File: src/sbmfr_pkg.sv
package sbmfr_pkg;

  // ----------------------------------------------------------------
  // Register indices (byte address = index * 4)
  // ----------------------------------------------------------------
  localparam int unsigned APB_AW = 12;
  localparam logic [9:0] IDX_QUAD = 10'h0b6;
  localparam logic [9:0] IDX_CFG = 10'h0b7;
  localparam logic [9:0] IDX_DATA = 10'h0b8;
  localparam logic [9:0] IDX_CTRL = 10'h0b9;
  localparam logic [9:0] IDX_STAT = 10'h0ba;
  localparam logic [9:0] IDX_DIV = 10'h0bb;
  localparam logic [9:0] IDX_FADDR = 10'h0bc;
  localparam logic [9:0] IDX_FCTRL = 10'h0bd;
  localparam logic [9:0] IDX_FDATA = 10'h0be;
  localparam logic [9:0] IDX_BUSSEL = 10'h0c5;

  // ----------------------------------------------------------------
  // Field positions
  // ----------------------------------------------------------------
  localparam int unsigned CTRL_MASK = 6;
  localparam int unsigned CTRL_SEL = 5;
  localparam int unsigned CTRL_SSACT = 4;
  localparam int unsigned CTRL_OVFEN = 3;
  localparam int unsigned CTRL_EMTEN = 2;
  localparam int unsigned CTRL_CPOL = 1;
  localparam int unsigned CTRL_CPHA = 0;
  localparam int unsigned STAT_TXEMPTY = 7;
  localparam int unsigned STAT_TXFULL = 6;
  localparam int unsigned STAT_RXEMPTY = 5;
  localparam int unsigned STAT_RXFULL = 4;
  localparam int unsigned STAT_BUSY = 3;
  localparam int unsigned STAT_IRQ = 2;
  localparam int unsigned STAT_FBUSY = 1;
  localparam int unsigned BUSSEL_BIT = 7;
  localparam int unsigned CFG_ADDR32 = 5;
  localparam int unsigned FCTRL_START = 0;

  // ----------------------------------------------------------------
  // Reset values
  // ----------------------------------------------------------------
  localparam logic [7:0] CTRL_RST = 8'h00;
  localparam logic [7:0] DIV_RST = 8'h1f;
  localparam logic [7:0] REG8_RST = 8'h00;
  localparam logic [31:0] FADDR_RST = 32'h0000_0000;

  // ----------------------------------------------------------------
  // Flash commands, phase lengths, lanes
  // ----------------------------------------------------------------
  localparam logic [7:0] CMD_NORMAL = 8'h03;
  localparam logic [7:0] CMD_FAST = 8'h0b;
  localparam logic [7:0] CMD_FASTER = 8'h1b;
  localparam logic [7:0] CMD_DUAL = 8'h3b;
  localparam logic [7:0] CMD_QUAD = 8'h6b;
  localparam logic [7:0] CMD_QUADIO = 8'heb;
  localparam logic [5:0] DUM_NONE = 6'h00;
  localparam logic [5:0] DUM_8 = 6'h08;
  localparam logic [5:0] DUM_16 = 6'h10;
  localparam logic [5:0] DUM_QIO = 6'h06;
  localparam logic [5:0] ADDR_SHORT = 6'h18;
  localparam logic [5:0] ADDR_LONG = 6'h20;
  localparam logic [5:0] BYTE_BITS = 6'h08;
  localparam logic [2:0] LANE1 = 3'h1;
  localparam logic [2:0] LANE2 = 3'h2;
  localparam logic [2:0] LANE4 = 3'h4;
  localparam int unsigned FIFO_DEPTH = 16;

  typedef enum logic [5:0] {
    S_IDLE = 6'b000001,
    S_BYTE = 6'b000010,
    S_CMD = 6'b000100,
    S_ADDR = 6'b001000,
    S_DUMMY = 6'b010000,
    S_DATA = 6'b100000
  } sbmfr_state_t;

endpackage

File: src/sbmfr_fifo.sv
module sbmfr_fifo #(
  parameter int unsigned WIDTH = 8,
  parameter int unsigned DEPTH = 16
) (
  input wire logic pclk, // Clock
  input wire logic presetn, // Async reset, low
  input wire logic clear, // Empty the FIFO
  input wire logic push, // Write one entry
  input wire logic [WIDTH-1:0] wdata, // Entry written
  input wire logic pop, // Remove oldest entry
  output logic [WIDTH-1:0] rdata, // Entry at the read pointer (the newest after a write when full)
  output logic empty, // No entries
  output logic full // All entries used
);
  localparam int unsigned AW = $clog2(DEPTH);
  localparam logic [AW:0] CNT_FULL = DEPTH[AW:0];

  logic [WIDTH-1:0] mem [DEPTH];
  logic [AW-1:0] wr_ptr_ff;
  logic [AW-1:0] fifo_read_pointer_ff;
  logic [AW:0] cnt_ff;
  wire do_pop = pop && (cnt_ff != '0);
  // Full write lands on the oldest slot; read pointer stays, so the newest goes next
  wire drop_old = push && !do_pop && (cnt_ff == CNT_FULL); // RULE9

  assign rdata = mem[fifo_read_pointer_ff];
  assign empty = (cnt_ff == '0);
  assign full = (cnt_ff == CNT_FULL);

  always_ff @(posedge pclk) begin
    if (push) begin
      mem[wr_ptr_ff] <= wdata;
    end
  end

  always_ff @(posedge pclk or negedge presetn) begin
    if (!presetn) begin
      wr_ptr_ff <= '0;
      fifo_read_pointer_ff <= '0;
      cnt_ff <= '0;
    end else if (clear) begin
      wr_ptr_ff <= '0;
      fifo_read_pointer_ff <= '0;
      cnt_ff <= '0;
    end else begin
      if (push) begin
        wr_ptr_ff <= wr_ptr_ff + 1'b1;
      end
      if (do_pop) begin
        fifo_read_pointer_ff <= fifo_read_pointer_ff + 1'b1;
      end
      if (push && !do_pop && !drop_old) begin
        cnt_ff <= cnt_ff + 1'b1;
      end else if (do_pop && !push) begin
        cnt_ff <= cnt_ff - 1'b1;
      end
    end
  end
endmodule

File: src/sbmfr_top.sv
// Notes on behaviour
// RULE1: Each byte shifted out samples one byte in during the same transfer.
// RULE2: Clock polarity and phase bits pick one of four transfer modes.
// RULE3: Outgoing bit is placed on the output line before its sampling edge.
// RULE4: Each data port write pushes a byte into the 16-entry transmit FIFO.
// RULE5: While select-active is set and transmit FIFO holds data, bytes go out automatically.
// RULE6: Each finished byte transfer pushes the received byte into the receive FIFO.
// RULE7: Host queues one dummy byte per byte it wants to receive.
// RULE8: Reading the data port returns and removes the oldest receive entry.
// RULE9: Both FIFOs are circular; writing when full overwrites the oldest entry.
// RULE10: Clearing select-active resets both FIFOs.
// RULE11: Host drains receive FIFO every 16 bytes or does aligning dummy reads.
// RULE12: Bus-select bit 7 routes the master to serial bus 0 or bus 1.
// RULE13: Control register: zero, mask, select choice, active, ovf en, empty en, polarity, phase.
// RULE14: Status shows FIFO state and interrupt flag; writing bit 2 clears the flag.
// RULE15: Divisor register sets serial clock as a division of the core clock.
// RULE16: Config 000x: command 03h, no dummy cycles, single-line data.
// RULE17: Config 010x: command 0Bh, 8 dummy cycles, single-line data.
// RULE18: Config 1x0x: command 1Bh, 16 dummy cycles, single-line data.
// RULE19: Config xx10: command 3Bh, 8 dummy cycles, data on two lines.
// RULE20: Quad select 01 gives 6Bh, 10 gives EBh; address and data on four lines.
// RULE21: Config bit 5 picks a 24 or 32 cycle address phase (on four lines the code takes 6 or 8 cycles).
// RULE22: Host writes two extra index bytes for special-range character codes.
// RULE23: Serial clock idles at polarity level; select follows select-active (the code also asserts select while a flash read is busy).
//
// The APB interface to the registers is this design's own decision.
module sbmfr_top
  import sbmfr_pkg::*;
(
  input wire logic pclk, // Core clock
  input wire logic presetn, // Async reset, low
  input wire logic psel, // APB select
  input wire logic penable, // APB enable
  input wire logic pwrite, // APB direction
  input wire logic [APB_AW-1:0] paddr, // APB byte address
  input wire logic [31:0] pwdata, // APB write data
  output logic [31:0] prdata, // APB read data
  output logic pready, // APB ready
  output logic pslverr, // APB error, unmapped
  output logic bus0_serial_clock, // Bus 0 clock
  output logic [3:0] bus0_line_out, // Bus 0 lines 3..0 drive value
  output logic [3:0] bus0_line_oe, // Bus 0 lines drive enable
  input wire logic [3:0] bus0_line_in, // Bus 0 lines level
  output logic bus1_serial_clock, // Bus 1 clock
  output logic [3:0] bus1_line_out, // Bus 1 lines drive value
  output logic [3:0] bus1_line_oe, // Bus 1 lines drive enable
  input wire logic [3:0] bus1_line_in, // Bus 1 lines level
  output logic select0_n, // Slave select 0, low
  output logic select1_n // Slave select 1, low
);
  // ----------------------------------------------------------------
  // Functions
  // ----------------------------------------------------------------
  function automatic logic [5:0] cycles_for(input logic [5:0] bits, input logic [2:0] lanes);
    logic [5:0] c;
    c = bits;
    if (lanes == LANE4) begin
      c = bits >> 2;
    end else if (lanes == LANE2) begin
      c = bits >> 1;
    end
    return c;
  endfunction

  function automatic logic [7:0] shift_in(input logic [7:0] sr, input logic [2:0] lanes,
                                          input logic [3:0] ln);
    logic [7:0] r;
    r = {sr[6:0], ln[1]};
    if (lanes == LANE4) begin
      r = {sr[3:0], ln[3:0]};
    end else if (lanes == LANE2) begin
      r = {sr[5:0], ln[1:0]};
    end
    return r;
  endfunction

  // ----------------------------------------------------------------
  // Registers and signals
  // ----------------------------------------------------------------
  logic [7:0] quad_ff, cfg_ff, ctrl_ff, div_ff, bussel_ff, fdata_ff;
  logic [31:0] faddr_ff;
  logic freq_ff, irq_ff, pready_ff, rd_ok_ff;
  logic [7:0] sync1_ff, sync2_ff;
  sbmfr_state_t state_ff, nxt_state;
  logic [7:0] divcnt_ff;
  logic sck_ff, first_ff, drive_ff;
  logic [5:0] cnt_ff, nxt_cnt;
  logic [2:0] lanes_ff, nxt_lanes;
  logic nxt_drive, load;
  logic [31:0] osr_ff, nxt_osr;
  logic [7:0] isr_ff;
  logic tx_empty, tx_full, rx_empty, rx_full;
  logic [7:0] tx_head, rx_head;

  // ----------------------------------------------------------------
  // APB decode
  // ----------------------------------------------------------------
  wire [9:0] idx = paddr[APB_AW-1:2];
  wire h_quad = (idx == IDX_QUAD);
  wire h_cfg = (idx == IDX_CFG);
  wire h_data = (idx == IDX_DATA);
  wire h_ctrl = (idx == IDX_CTRL);
  wire h_stat = (idx == IDX_STAT);
  wire h_div = (idx == IDX_DIV);
  wire h_faddr = (idx == IDX_FADDR);
  wire h_fctrl = (idx == IDX_FCTRL);
  wire h_fdata = (idx == IDX_FDATA);
  wire h_bussel = (idx == IDX_BUSSEL);
  wire mapped = h_quad | h_cfg | h_data | h_ctrl | h_stat | h_div | h_faddr | h_fctrl | h_fdata | h_bussel;
  wire setup = psel && !penable;
  wire acc = psel && penable && pready_ff;
  wire wr = acc && pwrite && mapped;
  wire rd = acc && !pwrite;
  wire ss_active = ctrl_ff[CTRL_SSACT];
  wire cpol = ctrl_ff[CTRL_CPOL];
  wire cpha = ctrl_ff[CTRL_CPHA];
  wire busy = (state_ff != S_IDLE);
  wire flash_busy = freq_ff || (busy && (state_ff != S_BYTE));
  wire [7:0] stat_val = {tx_empty, tx_full, rx_empty, rx_full, busy, irq_ff, flash_busy, 1'b0};

  logic [31:0] rd_val;
  always_comb begin
    rd_val = 32'h0;
    if (h_quad) begin
      rd_val[7:0] = quad_ff;
    end else if (h_cfg) begin
      rd_val[7:0] = cfg_ff;
    end else if (h_data) begin
      rd_val[7:0] = rx_head; // RULE8
    end else if (h_ctrl) begin
      rd_val[7:0] = {1'b0, ctrl_ff[6:0]}; // RULE13
    end else if (h_stat) begin
      rd_val[7:0] = stat_val; // RULE14
    end else if (h_div) begin
      rd_val[7:0] = div_ff;
    end else if (h_faddr) begin
      rd_val = faddr_ff;
    end else if (h_fctrl) begin
      rd_val[FCTRL_START] = flash_busy;
    end else if (h_fdata) begin
      rd_val[7:0] = fdata_ff;
    end else if (h_bussel) begin
      rd_val[7:0] = bussel_ff;
    end
  end

  // ----------------------------------------------------------------
  // FIFOs
  // ----------------------------------------------------------------
  wire tx_push = wr && h_data; // RULE4
  wire rx_pop = rd && h_data && rd_ok_ff; // RULE8
  wire fifo_clr = !ss_active; // RULE10
  wire start_byte = (state_ff == S_IDLE) && !freq_ff && ss_active && !tx_empty; // RULE5
  logic rx_push;
  logic [7:0] in_next;

  sbmfr_fifo #(.WIDTH(8), .DEPTH(FIFO_DEPTH)) u_txf (
    .pclk(pclk), .presetn(presetn), .clear(fifo_clr), .push(tx_push), .wdata(pwdata[7:0]),
    .pop(start_byte), .rdata(tx_head), .empty(tx_empty), .full(tx_full)
  ); // RULE9

  sbmfr_fifo #(.WIDTH(8), .DEPTH(FIFO_DEPTH)) u_rxf (
    .pclk(pclk), .presetn(presetn), .clear(fifo_clr), .push(rx_push), .wdata(in_next),
    .pop(rx_pop), .rdata(rx_head), .empty(rx_empty), .full(rx_full)
  ); // RULE9

  // ----------------------------------------------------------------
  // Flash command decode
  // ----------------------------------------------------------------
  wire q6b = (quad_ff[7:6] == 2'b01);
  wire qeb = (quad_ff[7:6] == 2'b10);
  wire dual = (cfg_ff[1:0] == 2'b10);
  wire f16 = cfg_ff[3] && !cfg_ff[1];
  wire f8 = (cfg_ff[3:2] == 2'b01) && !cfg_ff[1];
  wire [7:0] f_cmd = q6b ? CMD_QUAD : qeb ? CMD_QUADIO : dual ? CMD_DUAL : // RULE20 RULE19
                     f16 ? CMD_FASTER : f8 ? CMD_FAST : CMD_NORMAL; // RULE18 RULE17 RULE16
  wire [5:0] f_dummy = q6b ? DUM_8 : qeb ? DUM_QIO : dual ? DUM_8 :
                       f16 ? DUM_16 : f8 ? DUM_8 : DUM_NONE; // RULE16 RULE17 RULE18 RULE19
  wire [2:0] a_lanes = (q6b || qeb) ? LANE4 : LANE1; // RULE20
  wire [2:0] d_lanes = (q6b || qeb) ? LANE4 : dual ? LANE2 : LANE1; // RULE19
  wire [5:0] a_bits = cfg_ff[CFG_ADDR32] ? ADDR_LONG : ADDR_SHORT; // RULE21
  wire [31:0] a_word = cfg_ff[CFG_ADDR32] ? faddr_ff : {faddr_ff[23:0], 8'h00};

  // ----------------------------------------------------------------
  // Serial engine timing
  // ----------------------------------------------------------------
  wire tick = busy && (divcnt_ff == 8'h00); // RULE15
  wire cpha_eff = (state_ff == S_BYTE) ? cpha : 1'b0;
  wire lead = tick && (sck_ff == cpol); // RULE2
  wire trail = tick && (sck_ff != cpol);
  wire seg_done = trail && (cnt_ff == 6'h01);
  wire do_sample = cpha_eff ? trail : lead; // RULE2
  wire do_shift = cpha_eff ? (lead && !first_ff) : (trail && !seg_done); // RULE3
  wire [3:0] lanes_in = bussel_ff[BUSSEL_BIT] ? sync2_ff[7:4] : sync2_ff[3:0];
  assign in_next = do_sample ? shift_in(isr_ff, lanes_ff, lanes_in) : isr_ff; // RULE1
  assign rx_push = seg_done && (state_ff == S_BYTE); // RULE6

  always_comb begin
    nxt_state = state_ff;
    nxt_cnt = cnt_ff;
    nxt_lanes = lanes_ff;
    nxt_drive = drive_ff;
    nxt_osr = do_shift ? (osr_ff << lanes_ff) : osr_ff;
    load = 1'b0;
    case (state_ff)
      S_IDLE: begin
        if (freq_ff) begin
          nxt_state = S_CMD;
          nxt_cnt = BYTE_BITS;
          nxt_lanes = LANE1;
          nxt_drive = 1'b1;
          nxt_osr = {f_cmd, 24'h0};
          load = 1'b1;
        end else if (start_byte) begin
          nxt_state = S_BYTE;
          nxt_cnt = BYTE_BITS;
          nxt_lanes = LANE1;
          nxt_drive = 1'b1;
          nxt_osr = {tx_head, 24'h0}; // RULE3
          load = 1'b1;
        end
      end
      S_BYTE: begin
        if (!ss_active || seg_done) begin
          nxt_state = S_IDLE;
          nxt_drive = 1'b0;
        end
      end
      S_CMD: begin
        if (seg_done) begin
          nxt_state = S_ADDR;
          nxt_lanes = a_lanes;
          nxt_cnt = cycles_for(a_bits, a_lanes); // RULE21
          nxt_osr = a_word;
          load = 1'b1;
        end
      end
      S_ADDR: begin
        if (seg_done) begin
          nxt_drive = 1'b0;
          load = 1'b1;
          if (f_dummy != DUM_NONE) begin
            nxt_state = S_DUMMY;
            nxt_cnt = f_dummy;
          end else begin
            nxt_state = S_DATA;
            nxt_lanes = d_lanes;
            nxt_cnt = cycles_for(BYTE_BITS, d_lanes);
          end
        end
      end
      S_DUMMY: begin
        if (seg_done) begin
          nxt_state = S_DATA;
          nxt_lanes = d_lanes;
          nxt_cnt = cycles_for(BYTE_BITS, d_lanes);
          load = 1'b1;
        end
      end
      S_DATA: begin
        if (seg_done) begin
          nxt_state = S_IDLE;
        end
      end
      default: begin
        nxt_state = S_IDLE;
        nxt_drive = 1'b0;
      end
    endcase
  end

  always_ff @(posedge pclk or negedge presetn) begin
    if (!presetn) begin
      state_ff <= S_IDLE;
      cnt_ff <= 6'h00;
      lanes_ff <= LANE1;
      drive_ff <= 1'b0;
      osr_ff <= 32'h0;
      isr_ff <= 8'h00;
      first_ff <= 1'b0;
    end else begin
      state_ff <= nxt_state;
      cnt_ff <= (trail && !seg_done) ? cnt_ff - 6'h01 : nxt_cnt;
      lanes_ff <= nxt_lanes;
      drive_ff <= nxt_drive;
      osr_ff <= nxt_osr;
      isr_ff <= in_next;
      first_ff <= load ? 1'b1 : (lead ? 1'b0 : first_ff);
    end
  end

  always_ff @(posedge pclk or negedge presetn) begin
    if (!presetn) begin
      divcnt_ff <= DIV_RST;
      sck_ff <= 1'b0;
    end else begin
      divcnt_ff <= (!busy || tick) ? div_ff : divcnt_ff - 8'h01; // RULE15
      sck_ff <= busy ? (sck_ff ^ tick) : cpol; // RULE23
    end
  end

  // ----------------------------------------------------------------
  // Register writes
  // ----------------------------------------------------------------
  wire irq_set = (rx_push && tx_empty && ctrl_ff[CTRL_EMTEN]) || (tx_push && tx_full && ctrl_ff[CTRL_OVFEN]);
  wire irq_clr = wr && h_stat && pwdata[STAT_IRQ]; // RULE14

  always_ff @(posedge pclk or negedge presetn) begin
    if (!presetn) begin
      quad_ff <= REG8_RST;
      cfg_ff <= REG8_RST;
      ctrl_ff <= CTRL_RST;
      div_ff <= DIV_RST;
      bussel_ff <= REG8_RST;
      faddr_ff <= FADDR_RST;
      freq_ff <= 1'b0;
      fdata_ff <= REG8_RST;
      irq_ff <= 1'b0;
    end else begin
      if (wr && h_quad) quad_ff <= pwdata[7:0];
      if (wr && h_cfg) cfg_ff <= pwdata[7:0];
      if (wr && h_ctrl) ctrl_ff <= {1'b0, pwdata[6:0]}; // RULE13
      if (wr && h_div) div_ff <= pwdata[7:0];
      if (wr && h_bussel) bussel_ff <= pwdata[7:0]; // RULE12
      if (wr && h_faddr) faddr_ff <= pwdata;
      if (wr && h_fctrl && pwdata[FCTRL_START]) begin
        freq_ff <= 1'b1;
      end else if (state_ff == S_IDLE) begin
        freq_ff <= 1'b0;
      end
      if (seg_done && (state_ff == S_DATA)) fdata_ff <= in_next;
      irq_ff <= irq_set ? 1'b1 : (irq_clr ? 1'b0 : irq_ff); // RULE14
    end
  end

  always_ff @(posedge pclk or negedge presetn) begin
    if (!presetn) begin
      prdata <= 32'h0;
      pready_ff <= 1'b0;
      pslverr <= 1'b0;
      rd_ok_ff <= 1'b0;
    end else begin
      pready_ff <= setup;
      pslverr <= setup && !mapped;
      rd_ok_ff <= setup && !rx_empty;
      if (setup) prdata <= rd_val;
    end
  end
  assign pready = pready_ff;

  // ----------------------------------------------------------------
  // Pin sync and registered pin outputs
  // ----------------------------------------------------------------
  wire [3:0] lane_out = (lanes_ff == LANE4) ? osr_ff[31:28] :
                        (lanes_ff == LANE2) ? {2'b00, osr_ff[31:30]} : {3'b000, osr_ff[31]};
  wire [3:0] lane_oe = !drive_ff ? 4'h0 : (lanes_ff == LANE4) ? 4'hf : (lanes_ff == LANE2) ? 4'h3 : 4'h1;
  wire sel_on = ss_active || flash_busy; // RULE23
  wire on1 = bussel_ff[BUSSEL_BIT]; // RULE12

  always_ff @(posedge pclk or negedge presetn) begin
    if (!presetn) begin
      sync1_ff <= 8'h00;
      sync2_ff <= 8'h00;
      bus0_serial_clock <= 1'b0;
      bus1_serial_clock <= 1'b0;
      bus0_line_out <= 4'h0;
      bus1_line_out <= 4'h0;
      bus0_line_oe <= 4'h0;
      bus1_line_oe <= 4'h0;
      select0_n <= 1'b1;
      select1_n <= 1'b1;
    end else begin
      sync1_ff <= {bus1_line_in, bus0_line_in};
      sync2_ff <= sync1_ff;
      bus0_serial_clock <= on1 ? cpol : sck_ff;
      bus1_serial_clock <= on1 ? sck_ff : cpol;
      bus0_line_out <= on1 ? 4'h0 : lane_out;
      bus1_line_out <= on1 ? lane_out : 4'h0;
      bus0_line_oe <= on1 ? 4'h0 : lane_oe;
      bus1_line_oe <= on1 ? lane_oe : 4'h0;
      select0_n <= !(sel_on && !ctrl_ff[CTRL_SEL]); // RULE23
      select1_n <= !(sel_on && ctrl_ff[CTRL_SEL]);
    end
  end
endmodule

File: config.mk
export PLATFORM = sky130hd
export DESIGN_NAME = sbmfr_top
export DESIGN_NICKNAME = d
export VERILOG_FILES = /design/src/sbmfr_pkg.sv /design/src/sbmfr_fifo.sv /design/src/sbmfr_top.sv
export SDC_FILE = /design/constraint.sdc
export NUM_CORES = 1
export LEC_CHECK = 0
export BUFFER_PORTS_ARGS = -buffer_cell sky130_fd_sc_hd__clkbuf_2
export CORE_AREA = 3 3 173 242
export CTS_CLUSTER_DIAMETER = 200
export DETAILED_ROUTE_END_ITERATION = 16
export DIE_AREA = 0 0 176 245
export GPL_TIMING_DRIVEN = 0
export HOLD_SLACK_MARGIN = 0.12
export PLACE_DENSITY = 0.75
export SETUP_SLACK_MARGIN = 0.02
export SYNTH_ARGS = -nofsm -noshare
export SYNTH_HDL_FRONTEND = slang
export SYNTH_SLANG_ARGS = --single-unit
File: constraint.sdc
create_clock -name pclk -period 4.2 [get_ports pclk]
set_clock_uncertainty 0.15 [all_clocks]
set_input_delay 0.21 -clock pclk [delete_from_list [all_inputs] [get_ports pclk]]
set_output_delay 0.21 -clock pclk [all_outputs]
set_load 0.01 [all_outputs]
======== Word level (Yosys, flattened, before mapping) ========
Memory sizes are Yosys's and may differ from the RTL's.
Index checks and enable logic that the tools add are counted.
operators by class
  add/subtract/negate cells ............... 10
  $mul .................................... 0
  divide/modulo/power cells ............... 0
  order comparisons ....................... 0
  equality and inequality tests ........... 50
  shifts and indexed selects .............. 1
  multiplexer cells ....................... 119
  bitwise gates (word level) .............. 11
  reductions and logical operators ........ 94
operator list
  cell                                            number
  2-to-1 mux 24 bit                               7
  2-to-1 mux 32 bit                               5
  2-to-1 mux 8 bit                                15
  2-to-1 mux 6 bit                                18
  == test 10 x 8 -> 1 bit, second input constant  10
  2-to-1 mux 4 bit                                20
  one-hot mux 32 bit (2 select lines)             1
  2-to-1 mux 5 bit                                12
  logical AND 1 bit                               51
  one-hot mux 6 bit (6 select lines)              1
  << shifter 32 x 3 -> 32 bit                     1
  2-to-1 mux 1 bit                                24
  2-to-1 mux 3 bit                                8
  one-hot mux 6 bit (4 select lines)              1
  zero test 1 bit                                 20
  adder 4 x 1 -> 4 bit, second input constant     4
  nonzero test 5 bit                              3
  == test 6 x 1 -> 1 bit, second input constant   2
  one-hot mux 3 bit (4 select lines)              1
  AND reduction 6 bit                             2
  adder 5 x 1 -> 5 bit, second input constant     2
  == test 5 bit, second input constant            2
  zero test 5 bit                                 2
  != test 2 x 1 -> 1 bit, second input constant   5
  other kinds (36)                                68
word-level totals
  register bits ........................... 244
  latch bits .............................. 0
  memory bits (writable) .................. 256
  memory bits (read-only) ................. 0
  output and inout port bits .............. 54
  memories kept ........................... 2
memory list
  name       depth  bits a word  read ports  clocked after Yosys merged registers in  write ports  line              RTL
  u_rxf.mem  16     8            1           0                                        1            sbmfr_fifo.sv:18  logic [WIDTH-1:0] mem [DEPTH];
  u_txf.mem  16     8            1           0                                        1            sbmfr_fifo.sv:18

======== Logic depth before layout (Yosys ltp) ========
Gate-level depths: netlist of the first run.
  word-level depth ........................ 18
  gate-level depth with buffers ........... 14

======== By module ========
Synthesis of the first run repeated with hierarchy kept, for this count alone.
second synthesis, totals
  cell total of the unflattened synthesis .. 1,682
  area, all modules ....................... 23,194.7 um^2
by module, submodules not included
  module      times used  cells each  area an instance (um^2)  seq. area each (um^2)
  sbmfr_top   1           1,100       11,601.1                 5,422.7
  sbmfr_fifo  2           291         5,796.8                  4,169.0

======== Worst setup path before layout of the first run ========
OpenSTA, ideal clock, no wires.
  path kind ............................... reg-to-reg
  from .................................... register divcnt_ff[0]
  to ...................................... register u_rxf.cnt_ff[4]
  library setup time ...................... 0.089 ns
  data arrival time ....................... 3.315 ns
  path slack .............................. 0.647 ns
  stages on the path, launching flop included .. 15
  clock period less this slack ............ 3.553 ns
  path through ............................ dfstp_2 > inv_1 > ha_1 > nor3b_1 > and3_1 > nand3_2 > nor3b_2 > inv_1 > ha_1 > nor2b_1 > o21a_1 > nor2_1 > or4b_1 > nand3_1 > nor3b_1
between the ends
  longest elaborated chain between the ends .. 11
ends and longest elaborated chain
  element                   line                                RTL
  start: declaration        sbmfr_top.sv:85                     logic [7:0] divcnt_ff;
  start signal: assignment  sbmfr_top.sv:297                    divcnt_ff <= (!busy || tick) ? div_ff : divcnt_ff - 8'h01;
  zero test 8 bit *         sbmfr_top.sv:187                    wire tick = busy && (divcnt_ff == 8'h00);
  logical AND 1 bit *       sbmfr_top.sv:187
  logical AND 1 bit *       sbmfr_top.sv:190                    wire trail = tick && (sck_ff != cpol);
  logical AND 1 bit *       sbmfr_top.sv:191                    wire seg_done = trail && (cnt_ff == 6'h01);
  logical AND 1 bit *       sbmfr_top.sv:196                    assign rx_push = seg_done && (state_ff == S_BYTE);
  logical AND 1 bit         sbmfr_fifo.sv:24, sbmfr_fifo.sv:52
  logical AND 1 bit         sbmfr_fifo.sv:24                    wire drop_old = push && !do_pop && (cnt_ff == CNT_FULL);
  zero test 1 bit           sbmfr_fifo.sv:52                    if (push && !do_pop && !drop_old) begin
  logical AND 1 bit         sbmfr_fifo.sv:52
  2-to-1 mux 5 bit          sbmfr_fifo.sv:52
  2-to-1 mux 5 bit          sbmfr_fifo.sv:41                    end else if (clear) begin
  end signal: assignment    sbmfr_fifo.sv:53                    cnt_ff <= cnt_ff + 1'b1;
  end signal: assignment    sbmfr_fifo.sv:55                    cnt_ff <= cnt_ff - 1'b1;
  end: declaration          sbmfr_fifo.sv:21                    logic [AW:0] cnt_ff;
Mark *: on every way between the ends. The rest lies on a longest branch, timed or not.
A chain may end at the register's enable or synchronous reset.

======== Final worst setup path of the first run ========
  from .................................... register u_txf.cnt_ff[1]
  to ...................................... register u_txf.cnt_ff[4]
between the ends
  longest elaborated chain between the ends .. 11
ends and longest elaborated chain
  element                   line                                RTL
  start: declaration        sbmfr_fifo.sv:21
  start signal: assignment  sbmfr_fifo.sv:53
  start signal: assignment  sbmfr_fifo.sv:55
  zero test 5 bit           sbmfr_fifo.sv:27                    assign empty = (cnt_ff == '0);
  zero test 1 bit           sbmfr_top.sv:153                    wire start_byte = (state_ff == S_IDLE) && !freq_ff && ss_active && !tx_empty;
  logical AND 1 bit         sbmfr_top.sv:153
  logical AND 1 bit         sbmfr_fifo.sv:22                    wire do_pop = pop && (cnt_ff != '0);
  zero test 1 bit           sbmfr_fifo.sv:24, sbmfr_fifo.sv:52
  logical AND 1 bit         sbmfr_fifo.sv:24, sbmfr_fifo.sv:52
  logical AND 1 bit         sbmfr_fifo.sv:24
  zero test 1 bit           sbmfr_fifo.sv:52
  logical AND 1 bit         sbmfr_fifo.sv:52
  2-to-1 mux 5 bit          sbmfr_fifo.sv:52
  2-to-1 mux 5 bit          sbmfr_fifo.sv:41
Several ways; a longest one is shown, not always the timed one. The select of a mux whose other input is x is not followed.

==> summary.md, run 1 <==
| Metric | Value |
|---|---|
| Status | complete, no violations |
| DRT iter0 DRCs | about 1.4k |
| Final hold violation count | 0 |
| Drc violations | 0 |
| Fin worst setup slack | between 0.15 and 0.2 ns |
| Number of I/O port buffers | 106 |
| Hold WC Path Type | in2async |
| Crit share post-route | 0.9553 |
| Syn Nets | about 1.8k |
| CP max FO | 7 |
| Mapped Cells | about 1.7k |
| Reg2reg start | u_txf.cnt_ff[1]$_DFFE_PN0P_ |
| Top Usage Layer GRT | met2 |
| R2R Setup Slk | 0.19 ns |
| Post-synth ARST share | 0.4859 |
| Placer Congestion | 1.009 |
| Die Wd | 176 um |
| FF-to-FF path depth | 9 |
| First-pass GRT wire length | 96.35 mm |
| Post-Route WL | 63.92 mm |
| Core box area | 0.03971 mm^2 |
| Final Setup Violations | 0 |
| P&R area growth vs syn | 14.94% |
| Die area | 0.04312 mm^2 |
| Max_slew headroom | 0.1088 |
| Synthesized cell area | 0.02295 mm^2 |
| Pre-CTS setup slack | -0.02442 ns |
| Worst EP arrival | roughly 4.3 ns |
| WL/cell | 25.85 um |
| Clock-pin slew on the worst setup and hold paths | 0.06 ns |
| Predominant post-synthesis flop cell | edfxtp_1 |
| Post-synthesis sequential area ratio | 0.5996 |
| CTS sink count | 498 |
| Starting Density | 0.5780 |
| Sw Ratio | 0.2535 |
| Final Net Count | 1992 |
| CTS tree | built |
| Vias in the first global route | 15.98k |
| Unique masters post-synth | 85 |
| Share of cells above drive strength 1 | 0.2197 |
| Clk_lat worst skew | roughly 0.58 ns |
| Number of flops mapped to enable cells by yosys | 256 |
| Die Y | 245 um |
| Synthesized flop and latch total | 498 |
| Crit. End Element | flop |
| Yosys warns | 0 |
| Global route overflow | 0 |
| CTS buffer count | 46 |
| Flop pwr share | 0.516 |
| Fin Setup TNS | 0 ns |
| Top cell type's share of synthesized area | 0.3350 |
| Int Pwr | 8.274 mW |
| Fin cells | 2473 |
| Unrepaired setup endpoints after global routing | no |
| Grt met3 use | 0.03884 |
| Combinational share of power | 0.105 |
| WP data required | around 4.5 ns |
| Top-count cell post-synth | edfxtp_1 |
| Cell taking the most area after synthesis | edfxtp_1 |
| Dpl cells | 2332 |
| Clk pwr share | 0.379 |
| GR Util met2 | 0.5289 |
| Antenna-violating nets left | 0 |
| H-Tree Depth | 2 |
| Startpoint Class | flop |
| IO Pins | 111 |
| Sw Pwr | 2.809 mW |
| DPL Wire Length | 45.87 mm |
| Total track usage | 0.2971 |
| Period minus WS final | roughly 4 ns |
| Clock tree buffer depth | 3 |
| Filler Cells Inserted | 2831 |
| Avg Vias per Cell | about 6.3 |
| Max cap viols | 0 |
| Via count | 15.68k |
| WS Path Type | reg2reg |
| Peak VDD IR | 0.5172 mV |
| Max Fclk | 249.2 MHz |
| Pin count of the biggest net entering global routing | 103 |
| Clk root buf | clkbuf_16 |
| PD cells | 420.1 mW/mm^2 |
| Final Slew Violations | 0 |
| Synth top area cells | edfxtp_1, dfrtp_1, mux4_2 |
| Post-synth top cells | edfxtp_1, dfrtp_1, nand2_1 |
| M1 GR Usage | 0.3440 |
| DRT Pass-1 Iters | 5 |
| Initial antenna violation count | 0 |
| Slew at the pin closest to its max-slew limit | 1.327 ns |
| Avg Synthesized Cell Area | 13.56 um^2 |
| Leakage power | just over 10 nW |
| Cell Rows | 86 |
| Worst r2r dst | u_txf.cnt_ff[4]$_DFFE_PN0P_ |
-- worst max-delay path by stage --
stage                                startpoint                          end  slack [ns]  cells past startpoint
global route             divcnt_ff[0]$_DFF_PN1_  u_rxf.cnt_ff[4]$_DFFE_PN0P_        0.04                     14
floorplan                divcnt_ff[0]$_DFF_PN1_  u_rxf.cnt_ff[4]$_DFFE_PN0P_        0.65                     14
finish              u_txf.cnt_ff[1]$_DFFE_PN0P_  u_txf.cnt_ff[4]$_DFFE_PN0P_        0.19                      9
global placement                        presetn  u_rxf.cnt_ff[2]$_DFFE_PN0P_       -2.14                      1
detailed placement       divcnt_ff[0]$_DFF_PN1_  u_rxf.cnt_ff[4]$_DFFE_PN0P_       -0.02                     14
CTS                      ctrl_ff[1]$_DFFE_PN0P_  u_rxf.cnt_ff[4]$_DFFE_PN0P_        0.12                     13
-- state kept, by name (all words and copies together) (netlist names), 5 cells and up --
signal and flops:
state_ff 6, faddr_ff 32, u_txf.mem 128, u_txf.cnt_ff 5, cnt_ff 6, isr_ff 8
osr_ff 32, quad_ff 8, div_ff 8, bussel_ff 8, prdata 32, sync2_ff 8
fdata_ff 8, u_rxf.cnt_ff 5, cfg_ff 8, ctrl_ff 7, u_rxf.mem 128, divcnt_ff 8
sync1_ff 8
-- cells in the final DEF, fill, tap and decap left out, types with 22 or more instances in the layout --
master,count
a21oi_1,52
a22o_1,24
and2_1,22
clkbuf_1,71
clkbuf_16,47
clkbuf_2,105
dfrtp_1,228
dlygate4sd3_1,53
edfxtp_1,256
ha_1,27
inv_1,30
mux2_2,104
mux2i_1,92
mux4_2,72
nand2_1,112
nand3_1,29
nor2_1,95
o21ai_0,74
o21ai_1,26
o22ai_1,35
-- kinds of logic after synthesis --
logic type | synth area share
AO/OA/AOI/OAI | 0.09590
XOR/XNOR | 0.01145
adder cells (fa/ha/maj) | 0.01646
buffers and inverters | 0.02442
flip-flops | 0.5996
multiplexers | 0.1618
AND/OR/NAND/NOR | 0.09039
-- worst max-delay path, stage by stage, from the launching register on --
cell and delay, ns:
dfrtp_1 0.44, or4_1 0.66, o211ai_1 0.76, nand3_1 0.48, fa_1 0.56, a21o_1 0.20
a21oi_1 0.18, mux2i_1 0.24, xnor2_1 0.14, nor2_1 0.05
-- power groups by stage --
| stage | sequential (mW) | clock, mW | combinational [mW] |
|---|---|---|---|
| 5_1_grt | 5.75 | 4.43 | 1.29 |
| 3_3_place_gp | 5.79 | 0 | 1.06 |
| 2_1_floorplan | 5.72 | 0 | 0.747 |
| 3_5_place_dp | 5.80 | 0 | 1.11 |
| 6_report | 5.72 | 4.20 | 1.17 |
| 4_1_cts | 5.70 | 4.25 | 1.16 |
-- area by class of cell --
type	count	area [um^2]	area share
flip-flops and latches	498	13760	0.5216
multi-input cells	1059	8675	0.3288
clock buffers	62	1292	0.04899
repair buffers	167	1190	0.04511
well taps	528	660.6	0.02504
plain buffers	101	432.9	0.01641
clock inverters	24	242.7	0.009201
inverters	33	123.9	0.004696
diodes	1	2.502	0.00009486
-- layer usage --
metal	vias up	wire, um
met2	641	33660
met3	214	3331
met5	-	0
met4	0	4286
li1	6880	-
met1	7942	22650
-- what timing repair did --
item                                    CTS  global route
hold endpoints to repair                275             0
gates resized for setup                   2             1
endpoints found under the setup margin    1             1
setup buffers                             0             0
hold buffers                             54             0
-- through the flow --
stage	hold WS, ns	instance area [um^2]	total power, mW	utilization
detailed placement	0.1167	24260	6.906	0.6110
CTS	0.1253	26370	11.11	0.6640
global placement	0.1680	24140	6.854	0.6080
finish	0.1128	26380	11.08	0.6644
global route	0.1360	26380	11.47	0.6643
floorplan	-0.2356	22950	6.467	-
Power figures use the tool's default switching activity.
==> run 2: changes to the inputs <==
Settings changed: CORE_AREA 3 3 173 242 to 3 3 203 205, DIE_AREA 0 0 176 245 to 0 0 206 208, PLACE_DENSITY 0.75 to 0.76.
==> run 2 against run 1 <==
Combinational power about the same. Non-clock buffer count increased by 4. Register-to-register slack improved by 0.10 ns. Critical path type unchanged. Largest power group unchanged. Sequential power about the same. Hold slack improved by 0.051 ns. Via count increased by 1.6%. Count of clock-buffer cells in the layout increased by 10. Critical endpoint unchanged. Cell area increased by 0.86%. Sequential share of layout area decreased by 0.45 points.
==> summary.md, run 2 (synthesis gave the netlist of run 1 again) <==
| Metric | Value |
|---|---|
| CTS buffer count | 51 |
| Final Setup Violations | 0 |
| Clock-pin slew on the worst setup and hold paths | around 0.060 ns |
| Peak VDD IR | 0.3976 mV |
| Max_slew headroom | 0.08901 |
| Crit share post-route | 0.9307 |
| PD cells | 434.6 mW/mm^2 |
| Total track usage | 0.3042 |
| Worst EP arrival | 4.20 ns |
| Top Usage Layer GRT | met2 |
| First-pass GRT wire length | about 100 mm |
| Antenna-violating nets left | 0 |
| Pin count of the biggest net entering global routing | 90 |
| Final Net Count | 2001 |
| Via count | 15.93k |
| Period minus WS final | between 3 and 4 ns |
| Max cap viols | 0 |
| Final Core Density | 0.6712 |
| CTS tree | built |
| Grt met3 use | 0.05977 |
| DRT iter0 DRCs | 1665 |
| Max Fclk | approximately 260 MHz |
| Status | complete, no violations |
| Startpoint Class | flop |
| Die area | between 0.04 and 0.05 mm^2 |
| Post-Route WL | 64.61 mm |
| Final Slew Violations | 0 |
| Multi-input gate area | 0.008692 mm^2 |
| Commonest non-fill, non-tap cell in the layout | edfxtp_1 |
| Regs by FF count | u_rxf.mem x128, u_txf.mem x128 |
| Die Y | around 210 um |
| CP max FO | 10 |
| Filler Cells Inserted | 2812 |
| Vias in the first global route | 16.14k |
| WS Path Type | reg2reg |
| IO Pins | 111 |
| Leakage power | 10.44 nW |
| Clk_lat worst skew | 0.61 ns |
| DRT Pass-1 Iters | 5 |
| Clk root buf | clkbuf_16 |
| Share of cells above drive strength 1 | 0.2243 |
| Final hold violation count | 0 |
| Ant diodes | 0 |
| Final total power | between 10 and 15 mW |
| Drc violations | 0 |
| Dpl cells | 2329 |
| Cell Rows | 73 |
| P&R area growth vs syn | 15.94% |
| Unrepaired setup endpoints after global routing | no |
| H-Tree Depth | 2 |
| Placer Congestion | 0.9600 |
| Starting Density | 0.5790 |
| DPL Wire Length | approximately 44 mm |
| GR Util met2 | 0.4791 |
| WP data required | approximately 4.5 ns |
| Hold WC Path Type | in2reg |
| Number of I/O port buffers | 106 |
| Register area | 0.01376 mm^2 |
| Fin cells | ~2.5k |
| Global route overflow | 0 |
| Core box area | 0.03964 mm^2 |
| Slew at the pin closest to its max-slew limit | between 1 and 1.5 ns |
| CTS sink count | 498 |
| Most frequent cells in the layout | edfxtp_1, dfrtp_1, nand2_1, clkbuf_2, mux2_2 |
| Fin Setup TNS | 0 ns |
| Crit. End Element | flop |
| Initial antenna violation count | 2 |
| Avg Vias per Cell | ~6.4 |
| WL/cell | 26.03 um |
| Die Wd | 206 um |
| Clock tree buffer depth | 3 |
| M1 GR Usage | 0.4246 |
run 2: through the flow:
| step | hold slack [ns] | instance area [um^2] | setup WS (ns) |
|---|---|---|---|
| finish | 0.1637 | 26610 | 0.2911 |
| floorplan | -0.2356 | 22950 | 0.6466 |
| global route | 0.1526 | 26610 | 0.04870 |
| detailed placement | 0.1195 | 24260 | -0.1590 |
| global placement | 0.1681 | 24140 | -2.070 |
| CTS | 0.1218 | 26560 | 0.02670 |
run 2: path summary, 6_finish.rpt:
path	startpoint	endpoint	slack, ns	depth (start not counted)
setup reg to reg	pready$_DFF_PN0_	u_txf.cnt_ff[4]$_DFFE_PN0P_	0.29	9
setup / recovery	pready$_DFF_PN0_	u_txf.cnt_ff[4]$_DFFE_PN0P_	0.29	9
max in group asynchronous	presetn	sync1_ff[4]$_DFF_PN0_	2.39	5
min in group asynchronous	presetn	div_ff[4]$_DFFE_PN1P_	0.65	3
hold reg to reg	sync1_ff[4]$_DFF_PN0_	sync2_ff[4]$_DFF_PN0_	0.20	0
hold / removal	pwdata[0]	cfg_ff[0]$_DFFE_PN0P_	0.16	3
run 2: worst max-delay path, cell delays in order, from the launching register on:
cell and delay, ns:
dfrtp_1 0.37, nand4_1 0.63, nor4_4 0.81, nand3_1 0.42, fa_1 0.54, a21o_1 0.21, a21oi_1 0.20, mux2i_1 0.24
xnor2_1 0.14, nor2_1 0.05
run 2: final cells by class:
type                    instances  area share
flip-flops and latches        498      0.5172
multi-input cells            1059      0.3267
inverters                      33    0.004655
repair buffers                170     0.04566
clock buffers                  72     0.05370
clock inverters                23     0.01105
well taps                     525     0.02469
plain buffers                 102     0.01641
run 2: per-layer routing:
layer	part of all wire	vias to the layer above
li1	-	6911
met2	0.47	750
met3	0.081	156
met4	0.039	2
met1	0.41	8114
met5	0.00014	-
run 2: repair_timing:
action | CTS | global route
cloned | 0 | 0
pin swaps | 1 | 2
hold endpoints to repair | 243 | 0
gates resized for setup | 1 | 3
hold buffers | 55 | 0
setup buffers | 1 | 1
endpoints found under the setup margin | 2 | 2
run 2: report_power, final:
group	internal, mW	switching, mW
registers	5.46	0.269
clock network	2.70	1.97
logic	0.500	0.671
==> run 3: changes to the inputs <==
Settings changed: ABC_AREA from default to 1, CAP_MARGIN from default to 20, CORE_AREA 3 3 203 205 to 3 3 205 207, DIE_AREA 0 0 206 208 to 0 0 208 210, PLACE_DENSITY 0.76 to 0.75.
==> run 3 against run 2 <==
Critical path depth is 4 higher. Wire length grew 6.9%. Clock power decreased by 1%. Setup slack gained 0.53 ns. Register-to-register slack gained 0.65 ns. Non-clock buffer count grew 19. Synthesized cell count grew 47%. Critical endpoint is now u_txf.mem[14][3]$_DFFE_PP_.
==> summary.md, run 3 <==
| Metric | Value |
|---|---|
| Top-count cell post-synth | nand2_1 |
| Final Slew Violations | 0 |
| Cell Rows | 74 |
| Design Area, Final | around 0.027 mm^2 |
| Final hold violation count | 0 |
| Area post-placement | 0.02456 mm^2 |
| Worst EP arrival | around 3.5 ns |
| Final Net Count | 2797 |
| H-Tree Depth | 2 |
| R2R Setup Slk | 0.94 ns |
| Max cap viols | 0 |
| Crit. End Element | flop |
| DRT Pass-1 Iters | 6 |
| Hold slack | 0.1601 ns |
| Core box area | 0.04055 mm^2 |
| Worst-path cell chain | dlygate4sd3_1 -> clkbuf_2 -> nand2_1 -> nor2_2 -> dlygate4sd3_1 -> nand2_1 -> inv_2 -> o21ai_1 -> nand3_2 -> nand3_1 -> inv_1 -> nand2_1 -> nor2_1 |
| WS Path Type | in2reg |
| Clk root buf | clkbuf_16 |
| Combinational share of power | 0.193 |
| Max Fclk | 296.1 MHz |
| Share of cells above drive strength 1 | 0.1098 |
| DPL Wire Length | 48.79 mm |
| Die Y | 210 um |
| Final Core Density | 0.6631 |
| Post-Route WL | 69.04 mm |
| Starting Density | 0.5728 |
| DRT iter0 DRCs | 2261 |
| Number of flops mapped to enable cells by yosys | 256 |
| Most frequent cells in the layout | nand2_1, o21ai_0, nor2_1, edfxtp_1, dfrtp_1 |
| Pin count of the biggest net entering global routing | 95 |
| Total track usage | 0.3135 |
| Synthesized flop and latch total | 498 |
| Clock-pin slew on the worst setup and hold paths | about 0.060 ns |
| Clk_lat worst skew | ~0.6 ns |
| Vias in the first global route | 18.65k |
| Unique masters post-synth | between 50 and 60 |
| Int Pwr | 9.172 mW |
| Die area | around 0.044 mm^2 |
| Delay-heaviest family, CP | buffers and inverters |
| Clock tree buffer depth | 3 |
| Unrepaired setup endpoints after global routing | no |
| Pre-CTS setup slack | ~1.0 ns |
| Post-synthesis sequential area ratio | 0.5923 |
| Avg Vias per Cell | between 5 and 6 |
| Global route overflow | 0 |
| Top cell type's share of synthesized area | 0.3309 |
| CTS sink count | ~500 |
| Final Setup Violations | 0 |
| Syn Nets | about 2.6k |
| Sw Ratio | 0.2987 |
| Crit share post-route | 0.8042 |
| Drc violations | 0 |
| Regs by FF count | u_rxf.mem x128, u_txf.mem x128 |
| Peak VDD IR | 0.4439 mV |
| Fin worst setup slack | 0.8223 ns |
| CP max stage cell | nor2_1 |
| Clk pwr share | 0.353 |
| CP max FO | 8 |
| Post-synth top cells | nand2_1, o21ai_0, edfxtp_1, nor2_1, dfrtp_1 |
| Synthesized cell area | 0.02323 mm^2 |
| Ant diodes | 0 |
| Antenna-violating nets left | 0 |
| Die Wd | 208 um |
| Avg Synthesized Cell Area | 9.367 um^2 |
| WL/cell | 21.03 um |
| Max_slew headroom | 0.3412 |
| Hold WC Path Type | in2reg |
| Via count | between 15k and 20k |
| IO Pins | 111 |
| Status | complete, no violations |
| Worst path bufs/invs | 5 |
| Yosys warns | 0 |
| PD cells | 486.3 mW/mm^2 |
| Startpoint Class | input pin |
| Sw Pwr | 3.907 mW |
| Leakage power | 11.38 nW |
| CTS buffer count | 51 |
| CTS tree | built |
| Mapped Cells | 2480 |
| Flop pwr share | 0.454 |
| Placer Congestion | 0.9769 |
| First-pass GRT wire length | approximately 110 mm |
| Initial antenna violation count | 0 |
| P&R area growth vs syn | 15.76% |
| Synth top area cells | edfxtp_1, dfrtp_1, nand2_1 |
| Most used cell along the critical path | nand2_1 |
| Fin Setup TNS | 0 ns |
| Commonest non-fill, non-tap cell in the layout | nand2_1 |
| Post-synth ARST share | 0.4859 |
| Period minus WS final | 3.378 ns |
| WP data required | 4.27 ns |
| Slowest Stage Delay on Critical Path | 0.71 ns |
| Number of I/O port buffers | 108 |
| Cell taking the most area after synthesis | edfxtp_1 |
| Predominant post-synthesis flop cell | edfxtp_1 |
| Slew at the pin closest to its max-slew limit | 0.9881 ns |
-- run 3: cell types whose count changed after synthesis, moves of 22 or more --
cell and change:
inv_1 +160, nand3_1 +98, mux2i_1 -81, nand2_1 +492, a21oi_1 +29, mux4_2 -72
nor2_1 +161, and2_1 -22, mux2_2 -103, o21ai_0 +188, o211ai_1 +64
-- run 3: final timing paths --
kind	depth (start not counted)	endpoint	start
worst min-delay path	2	sync1_ff[3]$_DFF_PN0_	bus0_line_in[3]
min in group asynchronous	3	divcnt_ff[4]$_DFF_PN1_	presetn
max in group asynchronous	4	select0_n$_DFF_PN1_	presetn
worst max-delay path	13	u_txf.mem[14][3]$_DFFE_PP_	paddr[9]
worst min register to register	0	sync2_ff[2]$_DFF_PN0_	sync1_ff[2]$_DFF_PN0_
worst max register to register	17	u_rxf.cnt_ff[4]$_DFFE_PN0P_	divcnt_ff[0]$_DFF_PN1_
-- run 3: what timing repair did --
action                    4_1_cts  5_1_grt
setup buffers                   0        0
resized for setup               0        0
hold endpoints to repair      415        0
hold buffers                   61        0
-- run 3: layer usage --
layer / GRT usage / share of wire / wire (um) / vias up
met4: 0.1323 / 0.043 / 2991 / 0
met2: 0.5081 / 0.47 / 32690 / 1017
met3: 0.04673 / 0.085 / 5841 / 187
met5: 0 / 0 / 0 / -
li1: - / - / - / 8884
met1: 0.4304 / 0.40 / 27520 / 9260
-- run 3: power by group through the flow --
stage | clock, mW | combinational, mW | sequential (mW)
2_1_floorplan | 0 | 1.55 | 5.95
3_3_place_gp | 0 | 2.30 | 6.03
3_5_place_dp | 0 | 2.41 | 6.01
4_1_cts | 4.65 | 2.48 | 5.92
5_1_grt | 4.88 | 2.80 | 5.96
6_report | 4.62 | 2.52 | 5.93
-- run 3: cell families (layout without fill, tap and decap cells) --
| family | Yosys count | in the layout | synth area share |
|---|---|---|---|
| buffers and inverters | 325 | 596 | 0.05671 |
| XOR/XNOR | 17 | 17 | 0.006409 |
| flip-flops | 498 | 498 | 0.5923 |
| adder cells (fa/ha/maj) | 29 | 29 | 0.01627 |
| AO/OA/AOI/OAI | 532 | 532 | 0.1306 |
| AND/OR/NAND/NOR | 1067 | 1067 | 0.1924 |
| multiplexers | 12 | 12 | 0.005224 |
-- run 3: stage by stage --
| step | cells | power (mW) |
|---|---|---|
| 2_1_floorplan | 2480 | 7.500 |
| 3_3_place_gp | 3120 | 8.325 |
| 3_5_place_dp | 3128 | 8.427 |
| 4_1_cts | 3282 | 13.05 |
| 5_1_grt | 3283 | 13.63 |
| 6_report | 3283 | 13.08 |
-- run 3: cell type report --
| cell class | count | area (um^2) |
|---|---|---|
| Tap cell | 532 | 665.6 |
| Sequential cell | 498 | 13760 |
| Multi-Input combinational cell | 1657 | 8160 |
| Timing Repair Buffer | 178 | 1287 |
| Buffer | 113 | 520.5 |
| Clock buffer | 66 | 1395 |
| Fill cell | 3176 | 13660 |
| Clock inverter | 27 | 305.3 |
| Inverter | 212 | 797.0 |
